## config.mk

```make
export PLATFORM = sky130hd
export DESIGN_NAME = bpcr_regs
export DESIGN_NICKNAME = d
export VERILOG_FILES = /design/src/design/bpcr_pkg.sv /design/src/design/bpcr_conv_ctrl.sv /design/src/design/bpcr_regs.sv
export VERILOG_INCLUDE_DIRS = /design/src /design/src/design
export SDC_FILE = /design/constraint.sdc
export NUM_CORES = 1
export LEC_CHECK = 0
export BUFFER_PORTS_ARGS = -buffer_cell sky130_fd_sc_hd__buf_2
export CAP_MARGIN = 20
export CORE_ASPECT_RATIO = 0.6
export CORE_MARGIN = 5
export CORE_UTILIZATION = 35
export CTS_CLUSTER_DIAMETER = 30
export DETAILED_ROUTE_END_ITERATION = 8
export HOLD_SLACK_MARGIN = 0.1
export SLEW_MARGIN = 20
export SYNTH_ARGS = -nofsm -noshare
export SYNTH_HDL_FRONTEND = slang
export SYNTH_SLANG_ARGS = --single-unit
```

## constraint.sdc

```tcl
create_clock -name sys_clk -period 10.66 [get_ports sys_clk]
set_input_delay 1.599 -clock sys_clk [delete_from_list [all_inputs] [get_ports sys_clk]]
set_output_delay 1.599 -clock sys_clk [all_outputs]
set_load 0.005 [all_outputs]
```

## src/design/bpcr_defs.svh

```systemverilog
`ifndef BPCR_DEFS_SVH
`define BPCR_DEFS_SVH

// Register indices; byte address is four times the index
`define BPCR_IDX_C3_CTL1   15'h4060
`define BPCR_IDX_C3_CTL2   15'h4061
`define BPCR_IDX_C3_ON     15'h4062
`define BPCR_IDX_C3_SLEEP  15'h4063
`define BPCR_IDX_C4_CTL1   15'h4064
`define BPCR_IDX_C4_CTL2   15'h4065
`define BPCR_IDX_C4_ON     15'h4066
`define BPCR_IDX_C4_SLEEP  15'h4067
`define BPCR_IDX_KEY       15'h4070

// Reset values
`define BPCR_RST_CTL1      16'h0014
`define BPCR_RST_CTL2      16'h0300
`define BPCR_RST_CFG       16'h0000

// Software write masks
`define BPCR_WM_CTL1       16'h10f0
`define BPCR_WM_CTL2       16'hdf80
`define BPCR_WM_CFG        16'he37f
`define BPCR_WM_LIM        16'h000c

// Field positions
`define BPCR_LD_CAP        16'h0003
`define BPCR_LD_ON_HI      16'h007c
`define BPCR_LD_SLAVE      16'h2003
`define BPCR_BIT_SLAVE     13
`define BPCR_BIT_OVP       7

// User key unlock word, value is arbitrary
`define BPCR_KEY_VALUE     16'h5a3c

// Voltage coding in millivolts
`define BPCR_VMIN_MV       12'h352
`define BPCR_VSTEP_MV      12'h019
`define BPCR_VMAX_MV       12'hd48
`define BPCR_VSAT_CODE     7'h66

// Current limit decode in milliamps
`define BPCR_ILIM_0        9'h032
`define BPCR_ILIM_1        9'h064
`define BPCR_ILIM_2        9'h0c8
`define BPCR_ILIM_3        9'h190

// Soft-start step times
`define BPCR_CLK_MHZ       50
`define BPCR_SS_T1_US      512
`define BPCR_SS_T2_US      4096
`define BPCR_SS_T3_US      32768

`endif

```

## src/design/bpcr_pkg.sv

```systemverilog
package bpcr_pkg;
    typedef logic [15:0] bpcr_word_t;
    typedef enum logic [1:0] {
        BPCR_SS_IDLE = 2'b01,
        BPCR_SS_RAMP = 2'b10
    } bpcr_ss_state_t;
endpackage : bpcr_pkg

```

## src/design/bpcr_conv_ctrl.sv

```systemverilog
`timescale 1ns/100ps
`include "bpcr_defs.svh"
module bpcr_conv_ctrl
    import bpcr_pkg::*;
#(
    parameter int SS1_CYC = `BPCR_SS_T1_US * `BPCR_CLK_MHZ,
    parameter int SS2_CYC = `BPCR_SS_T2_US * `BPCR_CLK_MHZ,
    parameter int SS3_CYC = `BPCR_SS_T3_US * `BPCR_CLK_MHZ
) (
    // Clock and reset
    input  wire logic        sys_clk,
    input  wire logic        rstn,
    // Settings
    input  wire logic [6:0]  on_code,
    input  wire logic [6:0]  sleep_code,
    input  wire logic [1:0]  ilim_sel,
    input  wire logic [1:0]  ss_sel,
    input  wire logic        start,
    // Decoded outputs
    output logic      [11:0] on_mv,
    output logic      [11:0] sleep_mv,
    output logic      [8:0]  ilim_ma,
    output logic      [1:0]  ss_step,
    output logic             ss_busy
);
    localparam logic [20:0] D1 = 21'(SS1_CYC - 1);
    localparam logic [20:0] D2 = 21'(SS2_CYC - 1);
    localparam logic [20:0] D3 = 21'(SS3_CYC - 1);

    bpcr_ss_state_t state_r;
    logic [20:0]    cnt_r;
    logic [20:0]    dur_r;

    // Linear code to millivolts, saturating at the top
    wire [11:0] on_lin  = `BPCR_VMIN_MV + 12'(on_code) * `BPCR_VSTEP_MV;
    wire [11:0] slp_lin = `BPCR_VMIN_MV + 12'(sleep_code) * `BPCR_VSTEP_MV;
    wire [11:0] on_nxt  = (on_code >= `BPCR_VSAT_CODE) ? `BPCR_VMAX_MV : on_lin;
    wire [11:0] slp_nxt = (sleep_code >= `BPCR_VSAT_CODE) ? `BPCR_VMAX_MV : slp_lin;
    wire [8:0]  ilim_nxt = (ilim_sel == 2'h0) ? `BPCR_ILIM_0 :
                           (ilim_sel == 2'h1) ? `BPCR_ILIM_1 :
                           (ilim_sel == 2'h2) ? `BPCR_ILIM_2 : `BPCR_ILIM_3;
    wire [20:0] dur_sel = (ss_sel == 2'h1) ? D1 : (ss_sel == 2'h2) ? D2 : D3;
    wire        cnt_end = (cnt_r == 21'h0);

    // Decode registers
    always_ff @(posedge sys_clk or negedge rstn) begin
        if (!rstn) begin
            on_mv    <= `BPCR_VMIN_MV;
            sleep_mv <= `BPCR_VMIN_MV;
            ilim_ma  <= `BPCR_ILIM_1;
        end else begin
            on_mv    <= on_nxt;
            sleep_mv <= slp_nxt;
            ilim_ma  <= ilim_nxt;
        end
    end

    // Soft-start: three timed limiting steps, then full current
    always_ff @(posedge sys_clk or negedge rstn) begin
        if (!rstn) begin
            state_r <= BPCR_SS_IDLE;
            cnt_r   <= 21'h0;
            dur_r   <= 21'h0;
            ss_step <= 2'h0;
            ss_busy <= 1'b0;
        end else begin
            unique case (state_r)
                BPCR_SS_IDLE: begin
                    if (start && ss_sel != 2'h0) begin
                        state_r <= BPCR_SS_RAMP;
                        cnt_r   <= dur_sel;
                        dur_r   <= dur_sel;
                        ss_step <= 2'h1;
                        ss_busy <= 1'b1;
                    end
                end
                BPCR_SS_RAMP: begin
                    if (!cnt_end) begin
                        cnt_r <= cnt_r - 21'h1;
                    end else if (ss_step == 2'h3) begin
                        state_r <= BPCR_SS_IDLE;
                        ss_step <= 2'h0;
                        ss_busy <= 1'b0;
                    end else begin
                        cnt_r   <= dur_r;
                        ss_step <= ss_step + 2'h1;
                    end
                end
            endcase
        end
    end
endmodule : bpcr_conv_ctrl

```

## src/design/bpcr_regs.sv

```systemverilog
`timescale 1ns/100ps
`include "bpcr_defs.svh"
module bpcr_regs
    import bpcr_pkg::*;
#(
    parameter int SS1_CYC = `BPCR_SS_T1_US * `BPCR_CLK_MHZ,
    parameter int SS2_CYC = `BPCR_SS_T2_US * `BPCR_CLK_MHZ,
    parameter int SS3_CYC = `BPCR_SS_T3_US * `BPCR_CLK_MHZ
) (
    // Clock and reset
    input  wire logic              sys_clk,
    input  wire logic              rstn,
    // Avalon-MM slave
    input  wire logic [16:0]       avs_address,
    input  wire logic              avs_read,
    input  wire logic              avs_write,
    input  wire logic [31:0]       avs_writedata,
    input  wire logic [3:0]        avs_byteenable,
    output logic      [31:0]       avs_readdata,
    output logic                   avs_waitrequest,
    // Configuration load from OTP or external EEPROM
    input  wire logic              cfg_load,
    input  wire logic [1:0]        cfg_conv3_cap,
    input  wire logic [1:0]        cfg_conv4_cap,
    input  wire logic              cfg_conv4_slave,
    input  wire logic [4:0]        cfg_conv3_on_hi,
    input  wire logic [4:0]        cfg_conv4_on_hi,
    // Converter start requests
    input  wire logic [1:0]        conv_start,
    // Converter settings
    output logic      [1:0]        conv3_output_cap_range,
    output logic      [1:0]        conv4_output_cap_range,
    output logic                   conv3_overvoltage_protect_en,
    output logic                   conv4_overvoltage_protect_en,
    output logic                   conv4_slave_select,
    output logic                   key_unlocked,
    // Decoded converter state
    output logic      [1:0][11:0]  conv_on_mv,
    output logic      [1:0][11:0]  conv_sleep_mv,
    output logic      [1:0][8:0]   conv_ilim_ma,
    output logic      [1:0][1:0]   conv_ss_step,
    output logic      [1:0]        conv_ss_busy
);
    localparam int NREG = 8;

    localparam logic [14:0] REG_IDX [NREG] = '{
        `BPCR_IDX_C3_CTL1, `BPCR_IDX_C3_CTL2, `BPCR_IDX_C3_ON, `BPCR_IDX_C3_SLEEP,
        `BPCR_IDX_C4_CTL1, `BPCR_IDX_C4_CTL2, `BPCR_IDX_C4_ON, `BPCR_IDX_C4_SLEEP
    };
    localparam bpcr_word_t REG_RST [NREG] = '{
        `BPCR_RST_CTL1, `BPCR_RST_CTL2, `BPCR_RST_CFG, `BPCR_RST_CFG,
        `BPCR_RST_CTL1, `BPCR_RST_CTL2, `BPCR_RST_CFG, `BPCR_RST_CFG
    };
    localparam bpcr_word_t REG_WM [NREG] = '{
        `BPCR_WM_CTL1, `BPCR_WM_CTL2, `BPCR_WM_CFG, `BPCR_WM_CFG,
        `BPCR_WM_CTL1, `BPCR_WM_CTL2, `BPCR_WM_CFG, `BPCR_WM_CFG
    };

    bpcr_word_t        reg_r   [NREG];
    bpcr_word_t        reg_nxt [NREG];
    bpcr_word_t        ld_mask [NREG];
    bpcr_word_t        ld_val  [NREG];
    logic [NREG-1:0]   hit;
    bpcr_word_t        rd_word;
    logic              eff_ovp4;

    // Bus decode; registers answer one wait cycle after a request
    wire [14:0]  word_idx = avs_address[16:2];
    wire         aligned  = (avs_address[1:0] == 2'h0);
    wire         req      = avs_read | avs_write;
    wire         wr_go    = avs_write & ~avs_waitrequest;
    wire         key_hit  = aligned & (word_idx == `BPCR_IDX_KEY);
    wire [15:0]  be_mask  = {{8{avs_byteenable[1]}}, {8{avs_byteenable[0]}}};
    wire [15:0]  wdata    = avs_writedata[15:0];

    // Configuration load masks and values
    assign ld_mask[0] = `BPCR_LD_CAP;
    assign ld_val[0]  = {14'h0, cfg_conv3_cap};
    assign ld_mask[1] = 16'h0;
    assign ld_val[1]  = 16'h0;
    assign ld_mask[2] = `BPCR_LD_ON_HI;
    assign ld_val[2]  = {9'h0, cfg_conv3_on_hi, 2'h0};
    assign ld_mask[3] = 16'h0;
    assign ld_val[3]  = 16'h0;
    assign ld_mask[4] = `BPCR_LD_SLAVE;
    assign ld_val[4]  = {2'h0, cfg_conv4_slave, 11'h0, cfg_conv4_cap};
    assign ld_mask[5] = 16'h0;
    assign ld_val[5]  = 16'h0;
    assign ld_mask[6] = `BPCR_LD_ON_HI;
    assign ld_val[6]  = {9'h0, cfg_conv4_on_hi, 2'h0};
    assign ld_mask[7] = 16'h0;
    assign ld_val[7]  = 16'h0;

    // Per-register decode, masked write and load merge
    genvar gi;
    generate
        for (gi = 0; gi < NREG; gi++) begin : g_reg
            wire [15:0] lim_wm = (gi == 0 || gi == 4) && key_unlocked ?
                                 `BPCR_WM_LIM : 16'h0;
            wire [15:0] wm     = (REG_WM[gi] | lim_wm) & be_mask;
            wire        wr_hit = wr_go & hit[gi];
            wire [15:0] wr_val = wr_hit ? (reg_r[gi] & ~wm) | (wdata & wm) : reg_r[gi];
            assign hit[gi] = aligned & (word_idx == REG_IDX[gi]);
            assign reg_nxt[gi] = cfg_load ?
                (wr_val & ~ld_mask[gi]) | (ld_val[gi] & ld_mask[gi]) : wr_val;
            always_ff @(posedge sys_clk or negedge rstn) begin
                if (!rstn) begin
                    reg_r[gi] <= REG_RST[gi];
                end else begin
                    reg_r[gi] <= reg_nxt[gi];
                end
            end
        end
    endgenerate

    // Read data selection, unmapped reads as zero
    always_comb begin
        rd_word = key_hit ? {15'h0, key_unlocked} : 16'h0;
        for (int i = 0; i < NREG; i++) begin
            if (hit[i]) begin
                rd_word = reg_r[i];
            end
        end
    end

    // Bus handshake and read capture
    always_ff @(posedge sys_clk or negedge rstn) begin
        if (!rstn) begin
            avs_waitrequest <= 1'b1;
            avs_readdata    <= 32'h0;
        end else begin
            avs_waitrequest <= ~(req & avs_waitrequest);
            if (avs_read && avs_waitrequest) begin
                avs_readdata <= {16'h0, rd_word};
            end
        end
    end

    // User key: a write of the unlock word with both low byte enables opens, any other such write closes
    always_ff @(posedge sys_clk or negedge rstn) begin
        if (!rstn) begin
            key_unlocked <= 1'b0;
        end else if (wr_go && key_hit && avs_byteenable[1:0] == 2'h3) begin
            key_unlocked <= (wdata == `BPCR_KEY_VALUE);
        end
    end

    // Slave mode steers converter four from converter three registers
    wire        slave    = reg_r[4][`BPCR_BIT_SLAVE];
    wire [15:0] c4_ctl1  = slave ? reg_r[0] : reg_r[4];
    wire [15:0] c4_ctl2  = slave ? reg_r[1] : reg_r[5];
    wire [15:0] c4_on    = slave ? reg_r[2] : reg_r[6];
    wire [15:0] c4_sleep = slave ? reg_r[3] : reg_r[7];
    wire        c4_start = slave ? conv_start[0] : conv_start[1];
    assign eff_ovp4 = c4_ctl2[`BPCR_BIT_OVP];

    // Registered settings outputs
    always_ff @(posedge sys_clk or negedge rstn) begin
        if (!rstn) begin
            conv3_output_cap_range       <= 2'h0;
            conv4_output_cap_range       <= 2'h0;
            conv3_overvoltage_protect_en <= 1'b0;
            conv4_overvoltage_protect_en <= 1'b0;
            conv4_slave_select           <= 1'b0;
        end else begin
            conv3_output_cap_range       <= reg_r[0][1:0];
            conv4_output_cap_range       <= c4_ctl1[1:0];
            conv3_overvoltage_protect_en <= reg_r[1][`BPCR_BIT_OVP];
            conv4_overvoltage_protect_en <= eff_ovp4;
            conv4_slave_select           <= slave;
        end
    end

    // Decoders and soft-start sequencers, one per converter
    bpcr_conv_ctrl #(
        .SS1_CYC (SS1_CYC),
        .SS2_CYC (SS2_CYC),
        .SS3_CYC (SS3_CYC)
    ) u_conv3 (
        .sys_clk    (sys_clk),
        .rstn       (rstn),
        .on_code    (reg_r[2][6:0]),
        .sleep_code (reg_r[3][6:0]),
        .ilim_sel   (reg_r[0][3:2]),
        .ss_sel     (reg_r[0][5:4]),
        .start      (conv_start[0]),
        .on_mv      (conv_on_mv[0]),
        .sleep_mv   (conv_sleep_mv[0]),
        .ilim_ma    (conv_ilim_ma[0]),
        .ss_step    (conv_ss_step[0]),
        .ss_busy    (conv_ss_busy[0])
    );

    bpcr_conv_ctrl #(
        .SS1_CYC (SS1_CYC),
        .SS2_CYC (SS2_CYC),
        .SS3_CYC (SS3_CYC)
    ) u_conv4 (
        .sys_clk    (sys_clk),
        .rstn       (rstn),
        .on_code    (c4_on[6:0]),
        .sleep_code (c4_sleep[6:0]),
        .ilim_sel   (c4_ctl1[3:2]),
        .ss_sel     (c4_ctl1[5:4]),
        .start      (c4_start),
        .on_mv      (conv_on_mv[1]),
        .sleep_mv   (conv_sleep_mv[1]),
        .ilim_ma    (conv_ilim_ma[1]),
        .ss_step    (conv_ss_step[1]),
        .ss_busy    (conv_ss_busy[1])
    );
endmodule : bpcr_regs

```

==> flow_metrics.env, run 1 <==
export IMPL_setup_violations=0
export IMPL_ys_warn_count=0
export IMPL_synthesis_area_sq_mm=0.0142
export IMPL_syn_inst=1397
export IMPL_synth_top_area_frac=0.343
export IMPL_clock_sinks=232
export IMPL_fin_crit_sh=0.396
export IMPL_hold_violations=0
export IMPL_cts_path_max_buffers=3
export IMPL_grt_pass1_vias=11073
export IMPL_place_gp_congestion=0.861
export IMPL_fp_dieW_microns=270
export IMPL_syn_to_final_growth_pct=19.8
export IMPL_drtAntennaViolNets=0
export IMPL_power_density_mw_per_mm2=172
export IMPL_hold_buffers=0
export IMPL_drt_iter0_drc=888
export IMPL_outcome="finished clean"
export IMPL_drt_pass1_iterations=5
export IMPL_timing_fmax_ghz=0.237
export IMPL_final_layout_size_suffix_gt1_frac=0.255
export IMPL_final_setup_tns_ns=0
export IMPL_vias_per_cell=5.34
export IMPL_worstPathCellList="buf_4, mux2i_1, inv_1, ha_1, inv_1, fa_1, inv_1, ha_1, ha_1, a21oi_1, o21ai_0, a2111oi_0, nor3_1, nand3b_1"
export IMPL_cp_start_kind="flip-flop"
export IMPL_rsz0062_at_grt="false"
export IMPL_synth_edff_count=0
export IMPL_coreArea_sq_mm=0.0403
export IMPL_required_ns=11.08
export IMPL_fillers=3849
export IMPL_ys_seq_area_frac=0.411
export IMPL_cts_tree="built"
export IMPL_placed_cells_incl_taps=2040
export IMPL_dp_hpwl_microns=30000
export IMPL_synth_distinct_cells=86
export IMPL_hold_class="flip-flop to flip-flop"
export IMPL_mostFrequentLayoutCells="dfrtp_1, buf_2, ha_1, inv_1, nor2_1"
export IMPL_final_util=0.423
export IMPL_ys_top_cells_by_area="dfrtp_1, ha_1, dfstp_2"
export IMPL_drt_wirelength_per_cell_microns=19.1
export IMPL_cp_end_kind="flip-flop"
export IMPL_async_reset_ff_frac=1.00
export IMPL_io_buffers=151
export IMPL_max_stage_delay_ns=0.58
export IMPL_slowest_stage="a2111oi_0"
export IMPL_ctsHtreeMaxLevel=2
export IMPL_clock_root_buffer="clkbuf_16"
export IMPL_num_rows=57
export IMPL_seq_area_sq_mm=0.00585
export IMPL_n_antenna_cell=0
export IMPL_antenna_found_initial=2
export IMPL_layout_cells_most_common="dfrtp_1"
export IMPL_yosys_area_top_type="dfrtp_1"
export IMPL_grt_pass1_wl_microns=63800
export IMPL_hold_path_depth=2
export IMPL_gr_usage_all_layers=0.175
export IMPL_die_h_microns=166
export IMPL_cts_buffers=44
export IMPL_num_io_pins=188
export IMPL_relSlewSlack=0.330
export IMPL_drcViolationCount=0
export IMPL_cap_viol_max_count=0
export IMPL_arrival_ns=4.63
export IMPL_slew_viol_final=0
export IMPL_final_nets=1782
export IMPL_clk_pin_slew_worst_paths_ns=0.05
export IMPL_ys_seq_elements=232
export IMPL_ys_flop_type="dfrtp_1"
export IMPL_cellLeakagePower_uw=0.00814
export IMPL_die_area_sq_mm=0.0449
export IMPL_initial_utilization=0.353
export IMPL_multi_input_area_sq_mm=0.00767
export IMPL_clock_latency_ns=0.56
export IMPL_worstPathMaxFanout=26
export IMPL_overflow=0
export IMPL_avgSynthCellArea_sq_um=10.2
export IMPL_vias=11335
export IMPL_peakVddDrop_mv=0.0869
export IMPL_cts_setup_buffers=0
export IMPL_instances_no_fill=2122
export IMPL_tightestPinTransition_ns=1.01
export IMPL_fin_crit_ns=4.22
export IMPL_routed_wl_microns=40600
export IMPL_postCtsResizedCells=0
export IMPL_critPathKind="flip-flop to flip-flop"
export IMPL_grt_max_degree=100
export IMPL_fin_skew_ns=0.0234
export IMPL_r2r_cells=14
[cells in the mapped netlist (10+ instances only)]
master / n
ha_1: 142
or2_2: 10
a21o_1: 13
a211oi_1: 14
a22o_1: 14
nor3_1: 41
o21ai_0: 64
or4_1: 12
nor4_1: 22
nand2b_1: 16
xnor2_1: 22
nor2b_1: 17
and2_1: 11
mux2_2: 85
nand2_1: 72
a21oi_1: 59
dfrtp_1: 195
clkbuf_1: 30
a31oi_1: 17
nand4_1: 16
inv_1: 106
mux2i_1: 24
a32oi_1: 10
buf_4: 22
nor2_1: 96
fa_1: 10
dfstp_2: 37
nand3_1: 53
[stage by stage]
| stage | hold WS [ns] | instance area, sq um | setup WS [ns] | total power [uW] |
|---|---|---|---|---|
| global placement | 0.450 | 15400 | 6.20 | 1450 |
| detailed placement | 0.440 | 15400 | 6.17 | 1460 |
| CTS | 0.462 | 17000 | 6.50 | 2960 |
| floorplan | 0.352 | 14300 | 6.30 | 1310 |
| global route | 0.488 | 17000 | 6.18 | 3070 |
| finish | 0.472 | 17000 | 6.44 | 2930 |
[where the power goes]
group          switching (uW)  total, uW  leakage, uW  internal (uW)
sequential               64.7       1030      0.00286            964
combinational             239        419      0.00451            181
clock                     516       1480     0.000774            966
[logic make-up (layout without fill, tap and decap cells)]
| kind of cell | count (synthesis) | in the layout | synth area share |
|---|---|---|---|
| AO/OA/AOI/OAI | 289 | 289 | 0.141 |
| XOR/XNOR | 30 | 30 | 0.0185 |
| adder cells (fa/ha/maj) | 152 | 152 | 0.139 |
| buffers and inverters | 176 | 353 | 0.0539 |
| flip-flops | 232 | 232 | 0.411 |
| multiplexers | 109 | 109 | 0.0842 |
| other | 1 | 18 | 0.000264 |
| AND/OR/NAND/NOR | 408 | 408 | 0.151 |
[final timing paths]
check | start | endpoint | slack [ns]
worst min-delay path | avs_readdata[14] | avs_readdata[14] | 0.47
worst max-delay path | reg_r[61] | u_conv4.sleep_mv[11] | 6.44
worst min register to register | avs_readdata[14] | avs_readdata[14] | 0.47
min in group asynchronous | rstn | u_conv4.cnt_r[3] | 1.08
max in group asynchronous | rstn | u_conv3.sleep_mv[11] | 8.03
worst max register to register | reg_r[61] | u_conv4.sleep_mv[11] | 6.44
[routing by layer]
metal	share of wire	global-route usage	vias up
met2	0.40	0.243	365
met1	0.50	0.267	5539
li1	-	-	5356
met4	0.021	0.0447	4
met5	0.00094	0	-
met3	0.074	0.0501	71
[final cells by class]
type	count	area share
sequential	232	0.344
clock inverter	32	0.0252
inverter	108	0.0238
timing repair buffer	163	0.0502
tap	531	0.0390
multi-input combinational	1006	0.450
clock buffer	50	0.0677
[critical path: cells and delay by family, from the launching register on]
kind	cells	cell delay, ns
DFF	1	0.32
and+or+nand+nor	2	0.26
muxes	1	0.42
AOI/OAI and AO/OA	3	0.96
adders and majority gates	4	1.42
buffers and inverters	4	0.66
Power figures use the tool's default switching activity.
==> inputs of run 2 (changes only) <==
==> constraint.sdc (replaced) <==
create_clock -name sys_clk -period 4.3 [get_ports sys_clk]
set_input_delay 0.645 -clock sys_clk [delete_from_list [all_inputs] [get_ports sys_clk]]
set_output_delay 0.645 -clock sys_clk [all_outputs]
set_load 0.005 [all_outputs]
==> flow_metrics.env, run 2 (synthesized netlist as in run 1, its figures left out) <==
export IMPL_grt_pass1_wl_microns=64500
export IMPL_cp_end_kind="flip-flop"
export IMPL_placed_cells_incl_taps=2050
export IMPL_drt_wirelength_per_cell_microns=19.1
export IMPL_fin_skew_ns=0.0279
export IMPL_critPathKind="flip-flop to flip-flop"
export IMPL_timing_fmax_ghz=0.245
export IMPL_dp_slack_ns=0.323
export IMPL_cts_tree="built"
export IMPL_place_area_sq_mm=0.0155
export IMPL_vias=11414
export IMPL_final_nets=1795
export IMPL_num_io_pins=188
export IMPL_ctsHtreeMaxLevel=2
export IMPL_cts_setup_buffers=0
export IMPL_cpLargestDelayFamily="adder cells"
export IMPL_setup_violations=0
export IMPL_layout_setup_ws_ns=0.225
export IMPL_cellLeakagePower_uw=0.00821
export IMPL_seq_area_sq_mm=0.00585
export IMPL_crit_buf_inv=2
export IMPL_cts_path_max_buffers=3
export IMPL_instances_no_fill=2139
export IMPL_clk_pin_slew_worst_paths_ns=0.05
export IMPL_multi_input_area_sq_mm=0.00767
export IMPL_io_buffers=151
export IMPL_fin_crit_ns=4.08
export IMPL_num_rows=57
export IMPL_power_density_mw_per_mm2=425
export IMPL_place_gp_congestion=0.858
export IMPL_rsz0062_at_grt="false"
export IMPL_crit_top_cell="ha_1"
export IMPL_arrival_ns=4.49
export IMPL_initial_utilization=0.353
export IMPL_drtAntennaViolNets=0
export IMPL_fillers=3860
export IMPL_vias_per_cell=5.34
export IMPL_die_h_microns=166
export IMPL_clock_latency_ns=0.55
export IMPL_final_setup_tns_ns=0
export IMPL_hold_class="input port to async pin"
export IMPL_dp_hpwl_microns=30600
export IMPL_fp_dieW_microns=270
export IMPL_cap_viol_max_count=0
export IMPL_overflow=0
export IMPL_postCtsResizedCells=0
export IMPL_peakVddDrop_mv=0.249
export IMPL_worstPathCellList="buf_4, mux2i_1, ha_1, fa_1, inv_1, ha_1, ha_1, a21oi_1, o21ai_0, a2111oi_0, nor3_1, nand3b_1"
export IMPL_slew_viol_final=0
export IMPL_worstPathMaxFanout=11
export IMPL_grt_pass1_vias=11337
export IMPL_gr_usage_all_layers=0.177
export IMPL_relSlewSlack=0.335
export IMPL_outcome="finished clean"
export IMPL_required_ns=4.72
export IMPL_syn_to_final_growth_pct=20.7
export IMPL_drt_pass1_iterations=6
export IMPL_final_layout_size_suffix_gt1_frac=0.259
export IMPL_coreArea_sq_mm=0.0403
export IMPL_hold_violations=0
export IMPL_routed_wl_microns=40900
export IMPL_antenna_found_initial=1
export IMPL_clock_root_buffer="clkbuf_16"
export IMPL_layout_cells_most_common="dfrtp_1"
export IMPL_max_stage_delay_ns=0.64
export IMPL_tightestPinTransition_ns=0.997
export IMPL_cp_start_kind="flip-flop"
export IMPL_hold_buffers=0
export IMPL_cts_buffers=47
export IMPL_fin_area_sq_mm=0.0172
export IMPL_mostFrequentLayoutCells="dfrtp_1, buf_2, ha_1, inv_1, nor2_1"
export IMPL_drcViolationCount=0
export IMPL_regToRegSetupSlack_ns=0.22
export IMPL_die_area_sq_mm=0.0449
export IMPL_drt_iter0_drc=988
export IMPL_clock_sinks=232
export IMPL_grt_max_degree=106
export IMPL_fin_crit_sh=0.948
export IMPL_slowest_stage="dfrtp_1"
-- run 2: cell types whose count changed in the layout (fill, tap and decap cells not counted), moves of 2 or more --
cell | before | now
bufinv_16 | 7 | 5
clkinv_2 | 5 | 8
inv_6 | 9 | 4
clkinvlp_4 | 2 | 7
clkbuf_16 | 44 | 48
buf_4 | 12 | 21
clkbuf_8 | 3 | 6
clkinv_4 | 6 | 3
clkbuf_1 | 3 | 6
-- run 2: worst paths after layout --
kind | from | depth (start not counted) | endpoint
hold / removal | rstn | 1 | u_conv4.ilim_ma[4]
setup reg to reg | reg_r[61] | 12 | u_conv4.on_mv[11]
setup / recovery | reg_r[61] | 12 | u_conv4.on_mv[11]
min in group sys_clk | avs_write | 2 | avs_waitrequest
hold reg to reg | flip-flop | 0 | conv3_overvoltage_protect_en
max in group asynchronous | rstn | 2 | u_conv3.sleep_mv[3]
-- run 2: layout make-up --
cell class                      instances  share of cell area
Clock inverter                         28              0.0187
Sequential cell                       232               0.341
Clock buffer                           60              0.0761
Tap cell                              531              0.0387
Inverter                              108              0.0236
Antenna cell                            1            0.000146
Timing Repair Buffer                  173              0.0550
Multi-Input combinational cell       1006               0.447
-- run 2: metal layers --
metal	vias to the layer above	GRT usage	part of all wire
li1	5373	-	-
met1	5593	0.265	0.49
met2	376	0.247	0.41
met3	70	0.0570	0.085
met4	2	0.0423	0.018
met5	-	0	0.00049
-- run 2: worst reg2reg max path, delay by kind of cell (launching register included) --
| kind | cells | cell delay, ns |
|---|---|---|
| adders and majority gates | 4 | 1.24 |
| AOI/OAI and AO/OA | 3 | 0.97 |
| DFF | 1 | 0.64 |
| buffers and inverters | 2 | 0.43 |
| muxes | 1 | 0.42 |
| and+or+nand+nor | 2 | 0.26 |
-- run 2: where the power goes --
part	internal (uW)	switching [uW]	leakage (uW)
registers	2390	155	0.00286
logic	456	595	0.00457
clock network	2450	1240	0.000782
-- run 2: per-stage QoR --
step	hold slack, ns	utilization	total power (uW)
floorplan	0.349	-	3250
global placement	0.419	0.385	3600
detailed placement	0.417	0.385	3630
CTS	0.130	0.426	7380
global route	0.161	0.426	7670
finish	0.0711	0.426	7290
